===== src/logic/panel_scan_pkg.sv =====
// Constants shared by the front-panel scanner logic.
// Assumes a single 100 MHz clock and processor strobes far slower than it.
`default_nettype none

package panel_scan_pkg;

    // Chain layout: digits first, then switch-LED groups, last stage reads the encoder
    localparam int DIGIT_COUNT    = 14;
    localparam int LED_GROUPS     = 5;
    localparam int CHAIN_LEN      = DIGIT_COUNT + LED_GROUPS;
    localparam int FINAL_STAGE    = CHAIN_LEN - 1;
    localparam int KEY_GROUPS     = 8;
    localparam int KEY_LINES      = 8;
    localparam int SEG_WIDTH      = 8;
    localparam int ANNUN_GROUPS   = 4;
    localparam int SYNC_STAGES    = 2;

    // Group holding only seven switches, and its unused return line
    localparam int SHORT_GROUP    = 1;
    localparam int SHORT_LINE     = 7;

    // Encoder flags ride on the two highest return lines
    localparam int ENC_HIGH_LINE  = 7;
    localparam int ENC_LOW_LINE   = 6;

    // Reset values
    localparam logic [CHAIN_LEN-1:0] TOKEN_RESET = 19'h00000;
    localparam logic [SEG_WIDTH-1:0] SEG_RESET   = 8'h00;
    localparam logic [KEY_LINES-1:0] KEYS_IDLE   = 8'h00;

    // Nominal step period of the scan clock, in microseconds (host side)
    localparam int STEP_PERIOD_US = 500;

endpackage : panel_scan_pkg

`default_nettype wire


===== src/logic/sync_bits.sv =====
// Two-flop synchroniser for a group of asynchronous pin inputs.
// Assumes each bit is a slow level; bits are not sampled as a coherent word.
`default_nettype none

module sync_bits #(
    parameter int WIDTH = 1
) (
    input  wire logic             clock,
    input  wire logic             rst_n,
    input  wire logic [WIDTH-1:0] async,
    output var  logic [WIDTH-1:0] synced
);

    logic [WIDTH-1:0] meta_q;

    ////////////////////////////////////////////////////////////////////////////////
    // First stage feeds only the second stage
    always_ff @(posedge clock or negedge rst_n)
    begin
        if (!rst_n)
        begin
            meta_q <= '0;
            synced <= '0;
        end
        else
        begin
            meta_q <= async;
            synced <= meta_q;
        end
    end

endmodule // sync_bits

`default_nettype wire


===== src/logic/led_scan_keyboard_rotary.sv =====
// Front-panel scanner: token chain for digits and switch LEDs, key matrix,
// encoder flags and strobe-reloaded indicator latches.
// Assumes the processor drives all inputs as slow pins on its own timing.
`default_nettype none

// Operation
// Host latches first pattern, then raises serial input
// Host drops serial input, presents next pattern
// Scan clock shifts token and latches pattern
// Fourteen digits first, then switch-LED groups
// Host steps clock about every half millisecond
// At most one digit or group energised
// Strobed indicator group holds; others unaffected
// First eight stages drive key groups
// Return lines low unless key pressed
// Host decodes key from group and line
// Host debounces keys in software
// Final stage blocks keys, shows encoder flags
// Rotation sets flags by direction
// New scan start clears encoder flags
// Reset leaves chain empty, enables off
module led_scan_keyboard_rotary (
    input  wire logic                                   clock,
    input  wire logic                                   rst_n,
    input  wire logic                                   scanClock,
    input  wire logic                                   scanSerialIn,
    input  wire logic [panel_scan_pkg::SEG_WIDTH-1:0]   segmentPatternBus,
    input  wire logic [panel_scan_pkg::ANNUN_GROUPS-1:0] indicatorGroupStrobes_n,
    input  wire logic [panel_scan_pkg::KEY_LINES-1:0]   keySense,
    input  wire logic                                   encoderA,
    input  wire logic                                   encoderB,
    output var  logic [panel_scan_pkg::DIGIT_COUNT-1:0] digitPositions,
    output var  logic [panel_scan_pkg::LED_GROUPS-1:0]  ledGroupEnable,
    output var  logic [panel_scan_pkg::SEG_WIDTH-1:0]   segmentDrive,
    output var  logic [panel_scan_pkg::KEY_GROUPS-1:0]  keyGroupDrive_n,
    output var  logic [panel_scan_pkg::KEY_LINES-1:0]   keyReturn,
    output var  logic [panel_scan_pkg::SEG_WIDTH*panel_scan_pkg::ANNUN_GROUPS-1:0] indicators
);

    localparam int CL = panel_scan_pkg::CHAIN_LEN;
    localparam int SW = panel_scan_pkg::SEG_WIDTH;
    localparam int AG = panel_scan_pkg::ANNUN_GROUPS;
    localparam int KL = panel_scan_pkg::KEY_LINES;
    localparam int SYNC_W = 1 + 1 + SW + AG + KL + 1 + 1;

    ////////////////////////////////////////////////////////////////////////////////
    // Reset release and pin synchronisation
    logic [1:0]        rstPipe_q;
    logic              rstSync_n;
    logic [SYNC_W-1:0] syncOut;
    logic              clkS;
    logic              serS;
    logic [SW-1:0]     segS;
    logic [AG-1:0]     strobeS_n;
    logic [KL-1:0]     keyS;
    logic              encAS;
    logic              encBS;

    // Asynchronous assert, synchronous release
    always_ff @(posedge clock or negedge rst_n)
    begin
        if (!rst_n)
            rstPipe_q <= 2'h0;
        else
            rstPipe_q <= {rstPipe_q[0], 1'b1};
    end
    assign rstSync_n = rstPipe_q[1];

    sync_bits #(.WIDTH(SYNC_W)) pinSync (
        .clock  (clock),
        .rst_n  (rstSync_n),
        .async  ({scanClock, scanSerialIn, segmentPatternBus, indicatorGroupStrobes_n,
                  keySense, encoderA, encoderB}),
        .synced (syncOut)
    );
    assign {clkS, serS, segS, strobeS_n, keyS, encAS, encBS} = syncOut;

    ////////////////////////////////////////////////////////////////////////////////
    // State
    logic              clkPrev_q,   clkPrev_d;
    logic              serPrev_q,   serPrev_d;
    logic [AG-1:0]     strobePrev_q, strobePrev_d;
    logic              encAPrev_q,  encAPrev_d;
    logic [CL-1:0]     token_q,     token_d;
    logic [SW-1:0]     segLatch_q,  segLatch_d;
    logic [SW*AG-1:0]  annun_q,     annun_d;
    logic              encHigh_q,   encHigh_d;
    logic              encLow_q,    encLow_d;
    logic [KL-1:0]     keyRet_q,    keyRet_d;
    logic [panel_scan_pkg::KEY_GROUPS-1:0] keyDrive_q, keyDrive_d;
    logic              stepPulse;
    logic              scanStart;
    logic              encStep;

    // Returns true when no more than one bit is set
    function automatic logic atMostOne(input logic [CL-1:0] v);
        return (v & (v - CL'(1))) == '0;
    endfunction

    assign stepPulse = clkS & ~clkPrev_q;
    assign scanStart = serS & ~serPrev_q;
    assign encStep   = encAS & ~encAPrev_q;

    ////////////////////////////////////////////////////////////////////////////////
    // Next-state logic
    always_comb
    begin
        clkPrev_d    = clkS;
        serPrev_d    = serS;
        strobePrev_d = strobeS_n;
        encAPrev_d   = encAS;
        token_d      = token_q;
        segLatch_d   = segLatch_q;
        annun_d      = annun_q;
        encHigh_d    = encHigh_q;
        encLow_d     = encLow_q;
        keyRet_d     = panel_scan_pkg::KEYS_IDLE;
        // shift token, latch pattern
        if (stepPulse)
        begin
            token_d    = {token_q[CL-2:0], serS};
            segLatch_d = segS;
        end
        // falling strobe loads one group
        for (int g = 0; g < AG; g++)
        begin
            if (strobePrev_q[g] && !strobeS_n[g])
                annun_d[g*SW +: SW] = segS;
        end
        // clear flags at scan start
        if (scanStart)
        begin
            encHigh_d = 1'b0;
            encLow_d  = 1'b0;
        end
        // rotation sets flags, wins over clear
        if (encStep)
        begin
            encHigh_d = 1'b1;
            if (encBS)
                encLow_d = 1'b1;
        end
        // first eight stages drive key groups
        keyDrive_d = ~token_d[panel_scan_pkg::KEY_GROUPS-1:0];
        // final stage shows only encoder flags
        if (token_q[panel_scan_pkg::FINAL_STAGE])
        begin
            keyRet_d[panel_scan_pkg::ENC_HIGH_LINE] = encHigh_q;
            keyRet_d[panel_scan_pkg::ENC_LOW_LINE]  = encLow_q;
        end
        // pressed key in active group reads high
        else if (|token_q[panel_scan_pkg::KEY_GROUPS-1:0])
        begin
            keyRet_d = keyS;
            if (token_q[panel_scan_pkg::SHORT_GROUP])
                keyRet_d[panel_scan_pkg::SHORT_LINE] = 1'b0;
        end
    end

    ////////////////////////////////////////////////////////////////////////////////
    // Registers
    // empty chain, all enables off
    always_ff @(posedge clock or negedge rstSync_n)
    begin
        if (!rstSync_n)
        begin
            clkPrev_q    <= 1'b0;
            serPrev_q    <= 1'b0;
            strobePrev_q <= '0; // Matches the synchroniser's reset level: no false fall
            encAPrev_q   <= 1'b0;
            token_q      <= panel_scan_pkg::TOKEN_RESET;
            segLatch_q   <= panel_scan_pkg::SEG_RESET;
            annun_q      <= '0;
            encHigh_q    <= 1'b0;
            encLow_q     <= 1'b0;
            keyRet_q     <= panel_scan_pkg::KEYS_IDLE;
            keyDrive_q   <= '1;
        end
        else
        begin
            clkPrev_q    <= clkPrev_d;
            serPrev_q    <= serPrev_d;
            strobePrev_q <= strobePrev_d;
            encAPrev_q   <= encAPrev_d;
            token_q      <= token_d;
            segLatch_q   <= segLatch_d;
            annun_q      <= annun_d;
            encHigh_q    <= encHigh_d;
            encLow_q     <= encLow_d;
            keyRet_q     <= keyRet_d;
            keyDrive_q   <= keyDrive_d;
        end
    end

    ////////////////////////////////////////////////////////////////////////////////
    // Outputs straight from flip-flops
    // digits low stages, LED groups high
    // enables are token bits
    assign digitPositions  = token_q[panel_scan_pkg::DIGIT_COUNT-1:0];
    assign ledGroupEnable  = token_q[CL-1:panel_scan_pkg::DIGIT_COUNT];
    assign segmentDrive    = segLatch_q;
    assign keyGroupDrive_n = keyDrive_q;
    assign keyReturn       = keyRet_q;
    assign indicators      = annun_q;
endmodule // led_scan_keyboard_rotary

`default_nettype wire


===== config.mk =====
export PLATFORM = sky130hd
export DESIGN_NAME = led_scan_keyboard_rotary
export DESIGN_NICKNAME = d
export VERILOG_FILES = /design/src/logic/panel_scan_pkg.sv /design/src/logic/sync_bits.sv /design/src/logic/led_scan_keyboard_rotary.sv
export SDC_FILE = /design/constraint.sdc
export NUM_CORES = 1
export LEC_CHECK = 0
export BUFFER_PORTS_ARGS = -buffer_cell sky130_fd_sc_hd__buf_2
export CORE_MARGIN = 3
export CORE_UTILIZATION = 55
export CTS_BUF_LIST = sky130_fd_sc_hd__clkbuf_4
export DETAILED_ROUTE_END_ITERATION = 6
export PLACE_DENSITY = 0.81
export SETUP_SLACK_MARGIN = 0.15
export SLEW_MARGIN = 30
export SYNTH_ARGS = -nofsm -noshare
export SYNTH_HDL_FRONTEND = slang
export SYNTH_HIERARCHICAL = 1
export SYNTH_SLANG_ARGS = --single-unit

===== constraint.sdc =====
create_clock -name clock -period 5.8 [get_ports clock]
set_input_delay 1.16 -clock clock [delete_from_list [all_inputs] [get_ports clock]]
set_output_delay 1.16 -clock clock [all_outputs]
set_load 0.03 [all_outputs]

## After elaboration in Yosys (flattened, before gate mapping)

Index checks and enable logic that the tools add are counted.
Widths: inputs -> output; s select.

| word-level totals | value |
|---|---|
| register bits after elaboration | 134 |
| input bits | 26 |
| output and inout bits | 75 |
| logic and storage cells | 45 |

| operators by class | value |
|---|---|
| mux-type cells | 10 |
| bitwise logic cells | 7 |
| reduce and logical (&&, ||, !) cells | 10 |

Operators by type and width:

| cell | count |
|---|---|
| $mux 8 | 2 |
| $not 8->8 | 1 |
| $reduce_or 8->1 | 1 |
| $mux 1 | 6 |
| $mux 6 | 1 |
| $logic_and 1x1->1 | 4 |
| $logic_not 1->1 | 4 |
| $and 1x1->1 | 3 |
| $not 1->1 | 3 |
| $mux 2 | 1 |
| $reduce_bool 2->1 | 1 |

## Longest topological paths before layout

Gate-level depths: netlist of run 1.

| logic depth | value |
|---|---|
| depth in word-level cells | 5 |
| depth in mapped cells | 5 |
| gate-level depth less buffers | 3 |

## Hierarchy

The synthesis of run 1 kept the hierarchy.

Modules (own cells, without submodules):

| module | times used | cells each | area an instance (um2) | sequential area each (um2) |
|---|---|---|---|---|
| led_scan_keyboard_rotary | 1 | 184 | 3,101.7 | 2,162.1 |
| sync_bits | 1 | 48 | 1,201.2 | 1,201.2 |

## Least setup slack after synthesis of run 1

OpenSTA, ideal clock, no wires.

| path | value |
|---|---|
| path type | reg2out |
| from | reg keyDrive_q, in the netlist keyGroupDrive_n[0] |
| to | out keyGroupDrive_n[0] (netlist name) |
| arrival | 588 ps |
| required time | 4,640 ps |
| slack | 4,052 ps |
| cell stages (with the launch flop) | 1 |
| buffers on the path | 0 |
| path through | dfstp_2 |

RTL lines:

| what | line | source |
|---|---|---|
| start: declaration | led_scan_keyboard_rotary.sv:90 | `logic [panel_scan_pkg::KEY_GROUPS-1:0] keyDrive_q, keyDrive_d;` |
| start signal: assignment | led_scan_keyboard_rotary.sv:191 | `keyDrive_q <= keyDrive_d;` |
| end: declaration | led_scan_keyboard_rotary.sv:35 | `output var logic [panel_scan_pkg::KEY_GROUPS-1:0] keyGroupDrive_n,` |

No word-level cell between the ends.

## Final worst setup path of run 1

| path | value |
|---|---|
| from | reg keyDrive_q, in the netlist keyGroupDrive_n[1] |
| to | out keyGroupDrive_n[1] (netlist name) |

No word-level cell between the ends.

==> results.rst, run 1 <==
.. list-table::
   :header-rows: 1

   * - Metric
     - Value
   * - Share of cell area taken by muxes after synthesis
     - 0.161
   * - Area fraction in and, or, nand and nor cells after synthesis
     - 0.0265
   * - Maximum cell stage delay along the critical path
     - 540 ps
   * - Largest delay share family, worst path
     - flip-flops
   * - Outcome
     - finished, final reports clean
   * - Count of buffering cells on the critical path with inverters included
     - 1
   * - Synthesized-area fraction occupied by ao, oa, aoi and oai cells
     - 0.00989
   * - Post-synth EDFFs
     - 0
   * - Filler cells
     - 515
   * - Series of cell instances along the critical path
     - buf_2
   * - Reg-to-Reg Start
     - rstPipe_q[1]
   * - Tmin final
     - 2370 ps
   * - Worst Setup End Kind
     - primary output
   * - Via-to-Cell Ratio
     - 4.96
   * - Leakage power of the design
     - 2.53 nW
   * - Crit path max fanout
     - 1
   * - Num CTS Buffers
     - 17
   * - Die area
     - 8920 µm²
   * - Final sum of negative setup slack
     - 0 ps
   * - Portion of total power attributed to the clock network
     - 0.277
   * - List of most frequent post-synthesis cells
     - sky130_fd_sc_hd__dfrtp_1, sky130_fd_sc_hd__mux2_2, sky130_fd_sc_hd__inv_1
   * - Instance count of the mapped netlist
     - 232
   * - End point of the most critical hold path
     - pinSync/synced[7]
   * - Clock Skews
     - 11.4 ps
   * - Combinational family with the most area after synthesis
     - multiplexers
   * - Smallest setup slack after layout
     - 3430 ps
   * - Min-delay src
     - pinSync/meta_q[7]
   * - Initial core utilization
     - 0.581
   * - Buffers on Ports
     - 100
   * - Reg-to-reg setup timing slack
     - 4090 ps
   * - Arrival time of the worst setup path
     - 1210 ps
   * - Synth Area per Inst
     - 18.5 µm²
   * - Combinational Power Share
     - 0.223
   * - Top-area cell type share of the netlist area
     - 0.733
   * - Number of antenna violations at the first check in global routing
     - 0
   * - Worst setup path class
     - flip-flop to primary output
   * - DP Wirelength
     - 5030 µm
   * - Total length of routed wires
     - 7350 µm
   * - Antenna Diode Count
     - 0
   * - Achievable frequency
     - 422 MHz
   * - Number of buffers added to fix hold violations after cts
     - 0
   * - Initial DRT Pass Iterations
     - 4
   * - Routability cong.
     - 0.717
   * - Root Buffer
     - sky130_fd_sc_hd__clkbuf_4
   * - Internal power of the cells
     - 1.61 mW
   * - Clock edge transition at the registers on the reported setup and hold paths
     - 100 ps
   * - Number of setup violations in the final report
     - 0
   * - Clk buf depth
     - 2
   * - Distinct cells, synth
     - 19
   * - Fraction of final layout cells sized beyond drive strength 1
     - 0.545
   * - Yosys reg bits
     - 134
   * - Number of ports placed on the die boundary
     - 101
   * - Area delta synth->final
     - 20.8%
   * - Ratio of total power to cell area
     - 455 nW/µm²
   * - Cell accounting for the most synthesized area
     - sky130_fd_sc_hd__dfrtp_1
   * - Part of the power in registers
     - 0.500
   * - Row cnt
     - 31
   * - Setup repair after global routing missed its margin
     - false
   * - Post-Place Worst Slack
     - 3950 ps
   * - Average wire length per cell after detail routing
     - 16.2 µm
   * - Slew @ Worst Pin
     - 901 ps
   * - Number of vias after detailed routing
     - 2,259
   * - Cell types occupying the most area after synthesis
     - sky130_fd_sc_hd__dfrtp_1, sky130_fd_sc_hd__mux2_2, sky130_fd_sc_hd__dfstp_2, sky130_fd_sc_hd__mux2_4, sky130_fd_sc_hd__mux2_1
   * - Post-synth top flop
     - sky130_fd_sc_hd__dfrtp_1
   * - Depth of the CTS H-tree
     - 4
   * - Post-CTS setup-driven buffer insertion count
     - 0
   * - Die width
     - 94.5 µm
   * - Xor and xnor area share after synthesis
     - 0
   * - Arithmetic-cell share of the synthesized area counting full adders, half adders and majority gates
     - 0
   * - Element type at the critical path start
     - flip-flop
   * - Iteration-0 DRC Markers
     - 91
   * - Clock latency on the worst-skew pair
     - 480 ps
   * - Total count of max-transition violations in the final report
     - 0
   * - Remaining number of nets flagged by the antenna check after routing
     - 0
   * - Largest net degree at the start of global routing
     - 69
   * - Switching share of power
     - 0.318
   * - Worst min-delay path class
     - flip-flop to flip-flop
   * - Quantity of gates resized following cts
     - 0
   * - GRT overflow
     - 0
   * - Yosys warns
     - 6
   * - CTS tree
     - done
   * - Syn_nets
     - 258
   * - Critical register-to-register path endpoint
     - token_q[13]
   * - Most frequently used cell type in the post-synthesis netlist
     - sky130_fd_sc_hd__dfrtp_1
   * - Via count of the first global-routing pass
     - 2,347
   * - Period utilisation layout
     - 0.408
   * - Vertical die dimension
     - 94.5 µm
   * - DRC violation count after routing
     - 0
   * - WP data required
     - 4640 ps
   * - Peak ir drop on the vdd network
     - 209 µV
   * - Worst R2R Path Depth
     - 1
   * - Area of the core region
     - 7410 µm²
   * - Share of flip-flops with an asynchronous set or reset after synthesis
     - 1.00
   * - Combined global-route utilization of all metal layers
     - 0.184
   * - Cell area after synthesis
     - 4300 µm²
   * - Sequential cell area fraction in the yosys report
     - 0.782
   * - Count of nets after finishing
     - 371
   * - Number of hold violations in the final report
     - 0
   * - Max-cap check violation count
     - 0
   * - Instance count along the most critical hold path
     - 0
   * - Headroom to the max-slew limit
     - 0.398
   * - Wire length of the first global-routing pass
     - 11,900 µm
   * - Worst path slowest cell
     - sky130_fd_sc_hd__dfstp_2
   * - P_sw
     - 0.752 mW
   * - Number of clock sinks
     - 134
-- cells in the final DEF (no fill, tap or decap), types with 4 or more instances in the layout --
cell type / instances
sky130_fd_sc_hd__inv_1: 9
sky130_fd_sc_hd__and2_1: 6
sky130_fd_sc_hd__mux2_4: 8
sky130_fd_sc_hd__dfrtp_1: 125
sky130_fd_sc_hd__mux2_2: 44
sky130_fd_sc_hd__buf_2: 100
sky130_fd_sc_hd__clkbuf_4: 20
sky130_fd_sc_hd__dfstp_2: 8
sky130_fd_sc_hd__bufinv_16: 4
sky130_fd_sc_hd__mux2_1: 5
sky130_fd_sc_hd__nand2b_1: 5
-- how the worst max path moves through the flow --
stage	start	endpoint	slack [ps]	cells after the start
after floorplan	rstPipe_q[1]	clkPrev_q	1800	0
after global placement	keyGroupDrive_n[0]	keyGroupDrive_n[0]	3960	1
after detailed placement	keyGroupDrive_n[1]	keyGroupDrive_n[1]	3950	1
after CTS	token_q[18]	ledGroupEnable[4]	3390	1
after global routing	token_q[18]	ledGroupEnable[4]	3320	1
final	keyGroupDrive_n[1]	keyGroupDrive_n[1]	3430	1
-- layout make-up --
type                    count  area, µm²  share of cell area
flip-flops and latches    134       3370               0.647
well taps                  99        124              0.0238
repair buffers            101        508              0.0977
clock buffers              20        150              0.0289
clock inverters            10        158              0.0303
multi-input cells          82        860               0.165
inverters                   9       33.8             0.00650
-- power by group through the flow --
stage,registers [mW],logic [mW],clock network [mW]
finish,1.18,0.527,0.656
global route,1.20,0.560,0.722
CTS,1.19,0.535,0.671
detailed placement,1.20,0.535,0
global placement,1.19,0.527,0
floorplan,1.43,0.126,0
-- cells by family (layout without fill, tap and decap cells) --
logic type / count (synthesis) / count (layout)
AO/OA/AOI/OAI: 5 / 5
buffers and inverters: 16 / 140
flip-flops: 134 / 134
multiplexers: 59 / 59
other: 1 / 1
AND/OR/NAND/NOR: 17 / 17
-- flip-flops by register name (all words and copies together) (netlist names) --
register	flops
segmentDrive	8
pinSync/meta_q	24
rstPipe_q	2
clkPrev_q	1
indicators	32
keyReturn	8
token_q	19
encLow_q	1
keyGroupDrive_n	8
encHigh_q	1
pinSync/synced	24
encAPrev_q	1
strobePrev_q	4
serPrev_q	1
-- layer usage --
layer	wire length [µm]	global-route usage
met1	3030	0.231
met2	3820	0.299
met3	412	0.0582
met4	91	0.0757
met5	0	0
-- per-stage QoR --
stage               area [µm²]  hold WS (ps)  std cells  total power [mW]  utilization
detailed placement        4890           335        425              1.74        0.660
global route              5200           362        455              2.48        0.702
floorplan                 4300           331        232              1.56            -
finish                    5200           356        455              2.37        0.702
global placement          4890           332        425              1.72        0.660
CTS                       5200           360        455              2.39        0.702
No activity file was read; power rests on OpenSTA's default activity.
==> run 2, diff against run 1 <==
==> constraint.sdc (replaced) <==
create_clock -name clock -period 2.45 [get_ports clock]
set_input_delay 0.49 -clock clock [delete_from_list [all_inputs] [get_ports clock]]
set_output_delay 0.49 -clock clock [all_outputs]
set_load 0.03 [all_outputs]
==> results.rst, run 2 (synthesis results as in run 1) <==
.. list-table::
   :header-rows: 1

   * - Metric
     - Value
   * - Maximum cell stage delay along the critical path
     - 500 ps (-40 ps)
   * - Final standard cell area without fillers
     - 5210 µm² (+0.12%)
   * - Area delta synth->final
     - 21.0%
   * - DP Wirelength
     - 5050 µm (+0.43%)
   * - Initial core utilization
     - 0.581 (unchanged)
   * - Vertical die dimension
     - 94.5 µm (unchanged)
   * - Worst Setup End Kind
     - primary output
   * - Count of buffering cells on the critical path with inverters included
     - 1 (unchanged)
   * - Count of nets after finishing
     - 374 (+0.81%)
   * - Depth of the CTS H-tree
     - 4 (unchanged)
   * - Row cnt
     - 31 (unchanged)
   * - Number of setup violations in the final report
     - 0 (unchanged)
   * - Via-to-Cell Ratio
     - 4.84 (-2.5%)
   * - Average wire length per cell after detail routing
     - 15.7 µm (-2.8%)
   * - Final-layout worst hold slack
     - 83.7 ps (-273 ps)
   * - Worst path slowest cell
     - sky130_fd_sc_hd__dfrtp_1
   * - Most common library cell in the layout ignoring fill and taps
     - sky130_fd_sc_hd__dfrtp_1
   * - GRT overflow
     - 0 (unchanged)
   * - Via count of the first global-routing pass
     - 2,402 (+2.3%)
   * - Min-delay src
     - keySense[0]
   * - Crit path max fanout
     - 7 (+6)
   * - Setup repair after global routing missed its margin
     - false
   * - Number of flip-flops under the largest register name
     - 32 (unchanged)
   * - Period utilisation layout
     - 0.708
   * - Number of vias after detailed routing
     - 2,227 (-1.4%)
   * - Root Buffer
     - sky130_fd_sc_hd__clkbuf_4
   * - Routability cong.
     - 0.747 (+4.2%)
   * - Fraction of final layout cells sized beyond drive strength 1
     - 0.548 (+0.00353)
   * - Clock latency on the worst-skew pair
     - 500 ps (+20 ps)
   * - Die width
     - 94.5 µm (unchanged)
   * - Antenna Diode Count
     - 0 (unchanged)
   * - Worst min-delay path class
     - input port to flip-flop
   * - Combined global-route utilization of all metal layers
     - 0.183 (-0.000679)
   * - Critical register-to-register path endpoint
     - token_q[5]
   * - Clk buf depth
     - 2 (unchanged)
   * - Filler cells
     - 522 (+1.4%)
   * - Tmin final
     - 1740 ps
   * - Number of ports placed on the die boundary
     - 101 (unchanged)
   * - Iteration-0 DRC Markers
     - 60 (-34%)
   * - Final sum of negative setup slack
     - 0 ps (unchanged)
   * - Most frequent cells in the layout
     - sky130_fd_sc_hd__dfrtp_1, sky130_fd_sc_hd__buf_2, sky130_fd_sc_hd__mux2_2, sky130_fd_sc_hd__clkbuf_4, sky130_fd_sc_hd__inv_1
   * - DRC violation count after routing
     - 0 (unchanged)
   * - Largest net degree at the start of global routing
     - 73 (+5.8%)
   * - Total count of max-transition violations in the final report
     - 0 (unchanged)
   * - Number of antenna violations at the first check in global routing
     - 0 (unchanged)
   * - Clock edge transition at the registers on the reported setup and hold paths
     - 120 ps (+20 ps)
   * - Series of cell instances along the critical path
     - buf_2
   * - Achievable frequency
     - 576 MHz
   * - Placement Cell Area
     - 4920 µm² (+0.56%)
   * - CTS tree
     - done
   * - Clock Skews
     - 15.9 ps (+4.46 ps)
   * - Post-route non-filler standard cell count
     - 460 (+1.1%)
   * - WP data required
     - 1960 ps (-2680 ps)
   * - Num CTS Buffers
     - 17 (unchanged)
   * - Wire length of the first global-routing pass
     - 11,900 µm (unchanged)
   * - Worst setup path class
     - flip-flop to primary output
   * - Element type at the critical path start
     - flip-flop
   * - Largest delay share family, worst path
     - flip-flops
   * - Number of clock sinks
     - 134 (unchanged)
   * - Leakage power of the design
     - 2.53 nW (-0.12%)
   * - Arrival time of the worst setup path
     - 1250 ps (+40 ps)
   * - Worst R2R Path Depth
     - 3 (+2)
   * - Instance count along the most critical hold path
     - 1 (+1)
   * - Slew @ Worst Pin
     - 517 ps (-384 ps)
   * - Remaining number of nets flagged by the antenna check after routing
     - 0 (unchanged)
   * - Reg-to-reg setup timing slack
     - 1060 ps (-3030 ps)
   * - Buffers on Ports
     - 100 (unchanged)
   * - End point of the most critical hold path
     - pinSync/meta_q[2]
   * - Total length of routed wires
     - 7230 µm (-1.7%)
   * - Die area
     - 8920 µm² (unchanged)
   * - Placed cell count
     - 427 (+0.47%)
   * - Headroom to the max-slew limit
     - 0.656 (+0.257)
   * - Peak ir drop on the vdd network
     - 551 µV (+160%)
   * - Area of the core region
     - 7410 µm² (unchanged)
   * - Ratio of total power to cell area
     - 1040 nW/µm² (+130%)
   * - Number of hold violations in the final report
     - 0 (unchanged)
   * - Outcome
     - finished, final reports clean
   * - Reg-to-Reg Start
     - clkPrev_q
   * - Max-cap check violation count
     - 0 (unchanged)
   * - Initial DRT Pass Iterations
     - 4 (unchanged)
## run 2: cell count changes in the layout (fill, tap and decap cells not counted), sizes merged
cell | before | now
buf | 101 | 103
clkinv | 4 | 6
clkinvlp | 2 | 3
dlygate4sd3 | 0 | 1
inv | 9 | 14
bufinv | 4 | 1
clkbuf | 20 | 17
## run 2: worst max-delay path by stage
stage                 start           endpoint  depth (start not counted)
5_1_grt         token_q[18]  ledGroupEnable[4]                          1
3_5_place_dp      clkPrev_q         token_q[2]                          3
3_3_place_gp      clkPrev_q         token_q[3]                          3
2_1_floorplan  rstPipe_q[1]          clkPrev_q                          0
6_report        token_q[18]  ledGroupEnable[4]                          1
4_1_cts         token_q[18]  ledGroupEnable[4]                          1
## run 2: cell type report
type                    count  area [µm²]  area share
flip-flops and latches    134        3370       0.647
multi-input cells          82         860       0.165
repair buffers            104         546       0.105
clock inverters            15         149      0.0286
clock buffers              17         128      0.0245
well taps                  99         124      0.0238
inverters                   9        33.8     0.00649
## run 2: layer usage
layer  track usage  vias to the layer above  share of wire
li1              -                     1024              -
met1         0.227                     1128           0.42
met2         0.297                       65           0.51
met3        0.0518                       10          0.057
met4        0.0950                        0          0.014
met5             0                        -              0
## run 2: timing repair
action,CTS,global route
endpoints found under the hold margin,2,0
setup buffers,0,0
gates resized for setup,0,0
hold buffers,1,0
## run 2: through the flow
step                      worst slack, ps  utilization  power, mW
after floorplan                       229            -       3.69
after global routing                  596        0.703       5.70
after CTS                             640        0.703       5.49
after global placement               1090        0.664       4.08
after detailed placement             1070        0.664       4.12
final                                 715        0.703       5.42
## run 2: worst register-to-register path: stages, from the launching register on
cell                      delay [ps]
sky130_fd_sc_hd__dfrtp_1         410
sky130_fd_sc_hd__nor2b_4         100
sky130_fd_sc_hd__buf_4           360
sky130_fd_sc_hd__mux2_2          410
## run 2: power by group
part	switching (mW)	internal, mW
combinational	0.833	0.423
sequential	0.226	2.57
clock	0.834	0.529
